$ cat src/core/decode_timing_pkg.sv
// shared constants and types for the integer decode and timing block
package decode_timing_pkg;

  // ==========================================================================
  // flag action codes and instruction classes
  typedef enum logic [2:0] {FA_UNCH, FA_MOD, FA_ZERO, FA_ONE, FA_UNDEF}
    flag_act_t;
  typedef enum logic [3:0] {CL_NONE, CL_DIV, CL_SIGNED_DIVIDE, CL_ENTER, CL_IMUL2,
    CL_IN, CL_JCC, CL_FLAGS_TO_UPPER_ACC_BYTE, CL_LAR, CL_MOVSEG, CL_POPSEG, CL_LEA, CL_INC,
    CL_INVOP, CL_MOVIMM} instr_class_t;
  typedef enum {ST_IDLE, ST_EXEC} exec_state_t;

  // ==========================================================================
  // opcode bytes and fields
  localparam logic [7:0] OP_ESC = 8'h0F;
  localparam logic [7:0] OP_ENTER = 8'hC8;
  localparam logic [7:0] OP_FLAGS_TO_UPPER_ACC_BYTE = 8'h9F;
  localparam logic [7:0] OP_LEA = 8'h8D;
  localparam logic [7:0] OP_MOVSEG = 8'h8E;
  localparam logic [7:0] OP_GRP3 = 8'hF6;
  localparam logic [7:0] OP_GRP4 = 8'hFE;
  localparam logic [7:0] OP_IN_FIX = 8'hE4;
  localparam logic [7:0] OP_IN_VAR = 8'hEC;
  localparam logic [7:0] OP_INC_SHORT = 8'h40;
  localparam logic [7:0] OP_POP_ES = 8'h07;
  localparam logic [7:0] OP_POP_SS = 8'h17;
  localparam logic [7:0] OP_POP_DS = 8'h1F;
  localparam logic [7:0] OP2_POP_FS = 8'hA1;
  localparam logic [7:0] OP2_POP_GS = 8'hA9;
  localparam logic [7:0] OP2_SIGNED_MULTIPLY = 8'hAF;
  localparam logic [7:0] OP2_LAR = 8'h02;
  localparam logic [7:0] OP2_LSL = 8'h03;
  localparam logic [7:0] OP2_INVOP = 8'hFF;
  localparam logic [3:0] OP_JCC_HI = 4'h7;
  localparam logic [3:0] OP2_JCC_HI = 4'h8;
  localparam logic [3:0] OP_MOVIMM_HI = 4'hB;
  localparam logic [2:0] REG_INC = 3'h0;
  localparam logic [2:0] REG_DIV = 3'h6;
  localparam logic [2:0] REG_SIGNED_DIVIDE = 3'h7;
  localparam logic [1:0] MOD_DISP8 = 2'h1;
  localparam logic [1:0] MOD_DISPF = 2'h2;

  // ==========================================================================
  // core clock counts (register or cache hit)
  localparam logic [9:0] CYC_ONE = 10'h001;
  localparam logic [9:0] CYC_FLAGS_TO_UPPER_ACC_BYTE = 10'h002;
  localparam logic [9:0] CYC_SEG_PROT = 10'h003;
  localparam logic [9:0] CYC_SIGNED_MULTIPLY_W = 10'h004;
  localparam logic [9:0] CYC_SIGNED_MULTIPLY_D = 10'h00A;
  localparam logic [9:0] CYC_LARLSL = 10'h008;
  localparam logic [9:0] CYC_IN = 10'h00E;
  localparam logic [9:0] CYC_IN_PRIV = 10'h01C;
  localparam logic [9:0] CYC_DIV_BASE = 10'h00D;
  localparam logic [9:0] CYC_SIGNED_DIVIDE_BASE = 10'h010;
  localparam logic [9:0] CYC_SIGNED_DIVIDE_BASE_D = 10'h011;
  localparam logic [9:0] CYC_ENTER_L0 = 10'h00A;
  localparam logic [9:0] CYC_ENTER_L1 = 10'h00D;
  localparam logic [9:0] CYC_ENTER_STEP = 10'h003;
  localparam logic [9:0] CYC_OIO_PROT = 10'h008;
  localparam logic [6:0] SPAN_B = 7'h04;
  localparam logic [6:0] SPAN_W = 7'h0C;
  localparam logic [6:0] SPAN_D = 7'h1C;
  localparam logic [6:0] SPAN_OIO = 7'h75;

  // ==========================================================================
  // flag action vectors, order OF DF IF TF SF ZF AF PF CF
  localparam logic [26:0] FLAGS_NONE = {9{FA_UNCH}};
  localparam logic [26:0] FLAGS_DIV = {FA_UNCH, FA_UNCH, FA_UNCH, FA_UNCH,
    FA_MOD, FA_MOD, FA_UNDEF, FA_UNDEF, FA_UNCH};
  localparam logic [26:0] FLAGS_SIGNED_MULTIPLY = {FA_MOD, FA_UNCH, FA_UNCH, FA_UNCH,
    FA_MOD, FA_MOD, FA_UNDEF, FA_UNDEF, FA_MOD};
  localparam logic [26:0] FLAGS_INC = {FA_MOD, FA_UNCH, FA_UNCH, FA_UNCH,
    FA_MOD, FA_MOD, FA_MOD, FA_MOD, FA_UNCH};
  localparam logic [26:0] FLAGS_ZF = {FA_UNCH, FA_UNCH, FA_UNCH, FA_UNCH,
    FA_UNCH, FA_MOD, FA_UNCH, FA_UNCH, FA_UNCH};
  localparam logic [26:0] FLAGS_OIO = {FA_UNCH, FA_UNCH, FA_MOD, FA_ZERO,
    FA_UNCH, FA_UNCH, FA_UNCH, FA_UNCH, FA_UNCH};

  // ==========================================================================
  // field lengths in bytes and reset values
  localparam logic [2:0] LEN_0 = 3'h0;
  localparam logic [2:0] LEN_1 = 3'h1;
  localparam logic [2:0] LEN_2 = 3'h2;
  localparam logic [2:0] LEN_3 = 3'h3;
  localparam logic [2:0] LEN_4 = 3'h4;
  localparam logic [9:0] CYC_RESET = 10'h000;

endpackage : decode_timing_pkg

$ cat src/core/instr_timing.sv
// decode and execution timing of a slice of the integer instruction set
`timescale 1ns/100ps

// Overview of operation
// - unsigned divide 13-17, 13-25, 13-41 clocks
// - signed divide 16-20/16-28/17-45; SF ZF modified
// - two-byte signed multiply: 4 word, 10 dword
// - port input 14 real; 14 or 28 protected
// - jumps: short and escape forms, 1 clock
// - flags to upper accumulator byte: 2 clocks
// - rights and limit loads: protected only, 8, ZF
// - segment register move: 1 real, 1/3 protected
// - segment pop: 1 real, 3 protected
// - effective address load: 1 clock, no flags
// - increment both forms 1 clock, carry kept
// - immediates of 1, 3 or operand-size bytes
// - displacements of 1 or full size
// - short immediate register move: 1 clock
// - counts are core clock cycles
// - flag actions use five codes
// - counts assume prefetched, hit, no exception
module instr_timing (
  // clock and reset
  input wire logic CLK,
  input wire logic RSTN,
  // instruction request
  input wire logic START,
  input wire logic [7:0] OP0,
  input wire logic [7:0] OP1,
  input wire logic [7:0] MODRM,
  // mode and operand conditions
  input wire logic PROT_MODE,
  input wire logic OPSIZE32,
  input wire logic CPL_LE_IOPL,
  input wire logic SEG_SLOW,
  input wire logic SEL_OK,
  input wire logic [7:0] LEVEL,
  input wire logic [6:0] VAR_EXTRA,
  // results
  output logic BUSY,
  output logic DONE,
  output logic ILLEGAL,
  output logic [9:0] CYCLES,
  output logic [26:0] FLAG_ACT,
  output logic ZF_VALUE,
  output logic [2:0] IMM_LEN,
  output logic [2:0] DISP_LEN
);
  import decode_timing_pkg::*;

  // ==========================================================================
  // decode helpers
  // full field size follows the operand size
  function automatic logic [2:0] full_len(input logic sz32);
    full_len = sz32 ? LEN_4 : LEN_2;
  endfunction : full_len

  // variable part clipped to its span, so counts stay inside the range
  function automatic logic [9:0] ranged(input logic [9:0] base,
                                        input logic [6:0] span,
                                        input logic [6:0] extra);
    ranged = base + {3'h0, (extra > span) ? span : extra};
  endfunction : ranged

  // displacement carried by a modrm byte
  function automatic logic [2:0] modrm_disp(input logic [7:0] m,
                                            input logic sz32);
    if (m[7:6] == MOD_DISP8) begin
      modrm_disp = LEN_1;
    end else if (m[7:6] == MOD_DISPF) begin
      modrm_disp = full_len(sz32);
    end else begin
      modrm_disp = LEN_0;
    end
  endfunction : modrm_disp

  // ==========================================================================
  // classify the opcode bytes
  instr_class_t cls_c;
  logic esc;
  logic take;
  exec_state_t state_q, state_d;

  always_comb begin
    esc = (OP0 == OP_ESC);
    cls_c = CL_NONE;
    if (esc) begin
      if (OP1 == OP2_SIGNED_MULTIPLY) cls_c = CL_IMUL2;
      else if (OP1 == OP2_LAR || OP1 == OP2_LSL) cls_c = CL_LAR;
      else if (OP1 == OP2_INVOP) cls_c = CL_INVOP;
      else if (OP1[7:4] == OP2_JCC_HI) cls_c = CL_JCC;
      else if (OP1 == OP2_POP_FS || OP1 == OP2_POP_GS) cls_c = CL_POPSEG;
    end else if (OP0[7:1] == OP_GRP3[7:1] && MODRM[5:3] == REG_DIV) begin
      cls_c = CL_DIV;
    end else if (OP0[7:1] == OP_GRP3[7:1] && MODRM[5:3] == REG_SIGNED_DIVIDE) begin
      cls_c = CL_SIGNED_DIVIDE;
    end else if ((OP0[7:1] == OP_GRP4[7:1] && MODRM[5:3] == REG_INC) ||
                 OP0[7:3] == OP_INC_SHORT[7:3]) begin
      cls_c = CL_INC;
    end else if (OP0[7:1] == OP_IN_FIX[7:1] ||
                 OP0[7:1] == OP_IN_VAR[7:1]) begin
      cls_c = CL_IN;
    end else if (OP0[7:4] == OP_JCC_HI) begin
      cls_c = CL_JCC;
    end else if (OP0[7:4] == OP_MOVIMM_HI) begin
      cls_c = CL_MOVIMM;
    end else if (OP0 == OP_ENTER) begin
      cls_c = CL_ENTER;
    end else if (OP0 == OP_FLAGS_TO_UPPER_ACC_BYTE) begin
      cls_c = CL_FLAGS_TO_UPPER_ACC_BYTE;
    end else if (OP0 == OP_LEA) begin
      cls_c = CL_LEA;
    end else if (OP0 == OP_MOVSEG) begin
      cls_c = CL_MOVSEG;
    end else if (OP0 == OP_POP_ES || OP0 == OP_POP_SS ||
                 OP0 == OP_POP_DS) begin
      cls_c = CL_POPSEG;
    end
  end

  assign take = START && (state_q == ST_IDLE);

  // ==========================================================================
  // clocks, flags and field lengths of the classified instruction
  // counts are in core clocks of a prefetched, hitting, exception-free
  // instruction; misses and faults are added by the pipeline, not here
  logic [9:0] cyc_c;
  logic [26:0] flags_c;
  logic [2:0] imm_c, disp_c;
  logic bad_c;
  logic byte_op;

  always_comb begin
    byte_op = ~OP0[0];
    cyc_c = CYC_ONE;
    flags_c = FLAGS_NONE;
    imm_c = LEN_0;
    disp_c = modrm_disp(MODRM, OPSIZE32);
    bad_c = 1'b0;
    unique case (cls_c)
      CL_DIV: begin
        flags_c = FLAGS_DIV;
        if (byte_op) cyc_c = ranged(CYC_DIV_BASE, SPAN_B, VAR_EXTRA);
        else if (!OPSIZE32) cyc_c = ranged(CYC_DIV_BASE, SPAN_W, VAR_EXTRA);
        else cyc_c = ranged(CYC_DIV_BASE, SPAN_D, VAR_EXTRA);
      end
      CL_SIGNED_DIVIDE: begin
        flags_c = FLAGS_DIV;
        if (byte_op) cyc_c = ranged(CYC_SIGNED_DIVIDE_BASE, SPAN_B, VAR_EXTRA);
        else if (!OPSIZE32) cyc_c = ranged(CYC_SIGNED_DIVIDE_BASE, SPAN_W, VAR_EXTRA);
        else cyc_c = ranged(CYC_SIGNED_DIVIDE_BASE_D, SPAN_D, VAR_EXTRA);
      end
      CL_ENTER: begin
        imm_c = LEN_3;
        disp_c = LEN_0;
        if (LEVEL == 8'h00) cyc_c = CYC_ENTER_L0;
        else if (LEVEL == 8'h01) cyc_c = CYC_ENTER_L1;
        else cyc_c = CYC_ENTER_L0 + 10'(LEVEL) * CYC_ENTER_STEP;
      end
      CL_IMUL2: begin
        flags_c = FLAGS_SIGNED_MULTIPLY;
        cyc_c = OPSIZE32 ? CYC_SIGNED_MULTIPLY_D : CYC_SIGNED_MULTIPLY_W;
      end
      CL_IN: begin
        disp_c = LEN_0;
        imm_c = OP0[3] ? LEN_0 : LEN_1;
        cyc_c = (PROT_MODE && !CPL_LE_IOPL) ? CYC_IN_PRIV : CYC_IN;
      end
      CL_JCC: begin
        disp_c = esc ? full_len(OPSIZE32) : LEN_1;
      end
      CL_FLAGS_TO_UPPER_ACC_BYTE: begin
        disp_c = LEN_0;
        cyc_c = CYC_FLAGS_TO_UPPER_ACC_BYTE;
      end
      CL_LAR: begin
        bad_c = !PROT_MODE;
        flags_c = FLAGS_ZF;
        cyc_c = CYC_LARLSL;
      end
      CL_MOVSEG: begin
        cyc_c = (PROT_MODE && SEG_SLOW) ? CYC_SEG_PROT : CYC_ONE;
      end
      CL_POPSEG: begin
        disp_c = LEN_0;
        cyc_c = PROT_MODE ? CYC_SEG_PROT : CYC_ONE;
      end
      CL_LEA: begin
        cyc_c = CYC_ONE;
      end
      CL_INC: begin
        flags_c = FLAGS_INC;
        if (!esc && OP0[7:3] == OP_INC_SHORT[7:3]) disp_c = LEN_0;
      end
      CL_INVOP: begin
        flags_c = FLAGS_OIO;
        disp_c = LEN_0;
        cyc_c = PROT_MODE ? ranged(CYC_OIO_PROT, SPAN_OIO, VAR_EXTRA)
                          : CYC_ONE;
      end
      CL_MOVIMM: begin
        disp_c = LEN_0;
        imm_c = OP0[3] ? full_len(OPSIZE32) : LEN_1;
      end
      default: begin
        bad_c = 1'b1; // opcode outside this slice
        disp_c = LEN_0;
      end
    endcase
  end

  // ==========================================================================
  // execution sequencer: busy for exactly the counted core clocks
  logic [9:0] cnt_q, cnt_d;
  logic busy_d, done_d, ill_d, zf_d;
  logic [9:0] cyc_d;
  logic [26:0] fa_d;
  logic [2:0] imm_d, disp_d;

  always_comb begin
    state_d = state_q;
    cnt_d = cnt_q;
    busy_d = BUSY;
    done_d = 1'b0;
    ill_d = 1'b0;
    zf_d = ZF_VALUE;
    cyc_d = CYCLES;
    fa_d = FLAG_ACT;
    imm_d = IMM_LEN;
    disp_d = DISP_LEN;
    unique case (state_q)
      ST_IDLE: begin
        if (take) begin
          imm_d = imm_c;
          disp_d = disp_c;
          if (bad_c) begin
            // refused at once, nothing runs, flags untouched
            done_d = 1'b1;
            ill_d = 1'b1;
            cyc_d = CYC_RESET;
            fa_d = FLAGS_NONE;
          end else begin
            state_d = ST_EXEC;
            busy_d = 1'b1;
            cnt_d = cyc_c;
            cyc_d = cyc_c;
            fa_d = flags_c;
            zf_d = (cls_c == CL_LAR) ? SEL_OK : ZF_VALUE;
          end
        end
      end
      ST_EXEC: begin
        cnt_d = cnt_q - CYC_ONE;
        if (cnt_q == CYC_ONE) begin
          state_d = ST_IDLE;
          busy_d = 1'b0;
          done_d = 1'b1;
        end
      end
    endcase
  end

  // registers only; outputs come straight from these flops
  always_ff @(posedge CLK) begin
    if (!RSTN) begin
      state_q <= ST_IDLE;
      cnt_q <= CYC_RESET;
      BUSY <= 1'b0;
      DONE <= 1'b0;
      ILLEGAL <= 1'b0;
      ZF_VALUE <= 1'b0;
      CYCLES <= CYC_RESET;
      FLAG_ACT <= FLAGS_NONE;
      IMM_LEN <= LEN_0;
      DISP_LEN <= LEN_0;
    end else begin
      state_q <= state_d;
      cnt_q <= cnt_d;
      BUSY <= busy_d;
      DONE <= done_d;
      ILLEGAL <= ill_d;
      ZF_VALUE <= zf_d;
      CYCLES <= cyc_d;
      FLAG_ACT <= fa_d;
      IMM_LEN <= imm_d;
      DISP_LEN <= disp_d;
    end
  end

  // ==========================================================================
  // checks
  logic [9:0] run_q;
  always_ff @(posedge CLK) begin
    if (!RSTN) run_q <= CYC_RESET;
    else run_q <= BUSY ? run_q + CYC_ONE : CYC_RESET;
  end
endmodule : instr_timing

$ cat config.mk
export PLATFORM = sky130hd
export DESIGN_NAME = instr_timing
export DESIGN_NICKNAME = d
export VERILOG_FILES = /design/src/core/decode_timing_pkg.sv /design/src/core/instr_timing.sv
export SDC_FILE = /design/constraint.sdc
export NUM_CORES = 1
export LEC_CHECK = 0
export BUFFER_PORTS_ARGS = -buffer_cell sky130_fd_sc_hd__clkbuf_2
export CAP_MARGIN = 20
export CORE_MARGIN = 2
export CORE_UTILIZATION = 40
export DETAILED_ROUTE_END_ITERATION = 10
export SYNTH_ARGS = -nofsm -noshare
export SYNTH_HDL_FRONTEND = slang
export SYNTH_SLANG_ARGS = --single-unit
$ cat constraint.sdc
create_clock -name CLK -period 5.3 [get_ports CLK]
set_input_delay 0.53 -clock CLK [delete_from_list [all_inputs] [get_ports CLK]]
set_output_delay 0.53 -clock CLK [all_outputs]
set_load 0.005 [all_outputs]
==> impl_metrics.yaml <==
outcome:
  status: "finished clean"
sta:
  maxSlewHeadroom_pct: 29.84
  hold_viol_final: 0
  tightest_slew_ns: 1.052
  rsz0062_at_grt: "no"
  finalSetupViolCount: 0
  fin_crit_sh_pct: 62.23
  holdWs_ns: 0.4568
  skew_ns: 0.006423
  period_needed_ns: 3.298
  fin_setup_tns_ns: 0
  slew_violations: 0
  maxClockFrequency_mhz: 303.2
clocking:
  cts.sinks: 37
  cts_tree: "done"
  cts_buffers: 5
  post-cts-setup-buffers: 0
  htree_levels: 2
  ctsResizeCount: 0
  root_buffer: "clkbuf_8"
  clockBufferDepth: 2
  cts_hold_buf: 0
  clkTransAtPathRegs_ns: 0.08
  clkLatencyLatePin_ns: 0.30
pwr:
  power.density_nw_per_um2: 192.1
  power.leakage_nw: 1.751
  peakVddDrop_v: 0.00009322
min_path:
  worstHoldStart: "FLAG_ACT[24]"
  hp-class: "flop to flop"
  whs_path_depth: 2
  min_to: "FLAG_ACT[24]"
critical_path:
  start_kind: "input port"
  startpoint: "OP0[6]"
  arrival_ns: 3.53
  crit_required_ns: 5.53
  cp_top_family: "compound AO/OA/AOI/OAI gates"
  path_cells: "clkbuf_2, nor3b_1, and3_1, nor4b_1, a21oi_1, o41a_1, o211ai_2, o21ai_0"
  critPathMaxFanout: 11
  r2r_cells: 5
  rr_endpoint: "DONE"
  end_kind: "flop"
  critPathBufInv: 1
  criticalPathCategory: "input port to flop"
  rr_startpoint: "BUSY"
  critPathMaxStageDelay_ns: 0.84
  ff2ff_setup_slack_ns: 2.59
  slowest_stage: "a21oi_1"
yosys:
  synth.avg_cell_area_sq_um: 7.463
  syn_area_sq_um: 3769
  synth_cell_type_count: 78
  ys.flop_type: "dfxtp_1"
  yosys.cell_count.top_type: "nand2_1"
  synth_cells: 505
  synth_mux_area_share_pct: 0.5312
  synth_top_area_share_pct: 19.65
  synth_fa_ha_area_share_pct: 9.495
  synth_edf_count: 0
  ys_seq_area_share_pct: 19.65
  synthTopCellsByCount: "nand2_1 (41), dfxtp_1 (37), nor2_1 (35)"
  yosysTopAreaCell: "dfxtp_1"
  synth_top_family_by_area: "simple AND/OR/NAND/NOR gates"
  yosys.area_share.simple_pct: 29.22
  ys_warn_count: 0
  async_flop_share_pct: 0
  synth-compound-area-share_pct: 26.56
  synthTopCellsByArea: "dfxtp_1 (20%), ha_1 (9.0%), a21oi_1 (4.5%)"
  synth-seq-cells: 37
  synth_xor_xnor_area_share_pct: 3.951
place:
  dpl_cell_area_sq_um: 4035
  routabilityCongestion: 0.9136
  post-dp-hpwl_um: 8590
  portBuffers: 73
route:
  vias: 3968
  wl_per_cell_um: 16.70
  viasPerCell: 5.994
  final_antenna_net_count: 0
  drt_iter0_markers: 267
  routed_wl_um: 11060
  drc: 0
  dr.pass1.iters: 5
global_route:
  antenna_found_initial: 0
  grt_pass1_wl_um: 17770
  grt.overflow.total: 0
  grt_max_degree: 23
  grt_usage_pct: 21.46
  grt_pass1_vias: 3550
floorplan:
  num_io_pins: 94
  row_count: 35
  die-area_sq_um: 10210
  die_w_um: 101.1
  initial_utilization_pct: 40.98
  core_sq_um: 9196
  die_h_um: 101.1
finish:
  nets: 625
  area_delta_synth_final_pct: 9.628
  num_antenna_cells: 0
  drive_gt1_share_pct: 17.24
  final_area_sq_um: 4131
job:
  cap_violations: 0
==> per-stage QoR <==
stage	cells	total power, mW	worst slack, ns	util (%)
2_1_floorplan	525	0.5226	2.459	-
3_3_place_gp	654	0.5807	1.791	43.88
3_5_place_dp	654	0.5858	1.765	43.88
4_1_cts	662	0.7936	2.056	44.93
5_1_grt	662	0.8453	1.735	44.93
6_report	662	0.7936	2.002	44.93
==> power by group <==
part	total (mW)	switching (mW)	internal [mW]
sequential	0.314	0.0187	0.295
clock	0.210	0.105	0.105
combinational	0.269	0.164	0.105
total	0.794	0.288	0.506
==> worst max-delay path by stage <==
stage / cells after the start / slack (ns) / endpoint
detailed placement: 8 / 1.77 / cnt_q[3]
global route: 8 / 1.73 / cnt_q[9]
floorplan: 9 / 2.46 / CYCLES[1]
CTS: 8 / 2.06 / cnt_q[3]
finish: 8 / 2.00 / cnt_q[3]
global placement: 8 / 1.79 / cnt_q[3]
==> flip-flops by register name, indices dropped and copies added, names as in the netlist <==
register and flops:
BUSY 1, cnt_q 10, IMM_LEN 3, CYCLES 10, DISP_LEN 3, ZF_VALUE 1, FLAG_ACT 7, ILLEGAL 1
DONE 1
==> placed cells by master, fill, tap and decap left out, types with 5 or more instances in the layout <==
| cell | instances |
|---|---|
| nor2b_1 | 6 |
| inv_1 | 20 |
| nand2_1 | 41 |
| xnor2_1 | 7 |
| nand3_1 | 25 |
| nand4_1 | 12 |
| nor2_1 | 35 |
| and3_1 | 7 |
| and2_1 | 5 |
| ha_1 | 27 |
| clkbuf_2 | 73 |
| o21ai_0 | 20 |
| xor2_1 | 10 |
| nand2b_1 | 12 |
| conb_1 | 21 |
| a31oi_1 | 6 |
| dfxtp_1 | 37 |
| nor4_1 | 9 |
| nor3_1 | 15 |
| clkbuf_8 | 6 |
| a211oi_1 | 8 |
| a21oi_1 | 34 |
| o31ai_1 | 13 |
==> cell families after synthesis <==
group | count (synthesis)
adder cells (fa/ha/maj) | 28
AND/OR/NAND/NOR | 201
AO/OA/AOI/OAI | 142
buffers and inverters | 77
multiplexers | 2
flip-flops | 37
other | 1
XOR/XNOR | 17
==> cell type report <==
type | count | area, sq um
Multi-Input combinational cell | 411 | 2708
Tap cell | 111 | 138.9
Clock inverter | 2 | 13.76
Clock buffer | 6 | 82.58
Inverter | 22 | 82.58
Timing Repair Buffer | 73 | 365.4
Fill cell | 969 | 5065
Sequential cell | 37 | 740.7
==> per-layer routing <==
layer / part of all wire [%] / global-route usage, % / vias to the layer above
met5: 0 / 0 / -
li1: - / - / 1935
met1: 46 / 29.31 / 1861
met2: 47 / 36.07 / 164
met3: 5.7 / 2.705 / 8
met4: 0.72 / 4.678 / 0
==> tightest hold or removal path: stages (launching register included) <==
cell and delay, ns:
dfxtp_1 0.31, nand2_1 0.05, a21oi_1 0.05
No activity file was read; power rests on OpenSTA's default activity.
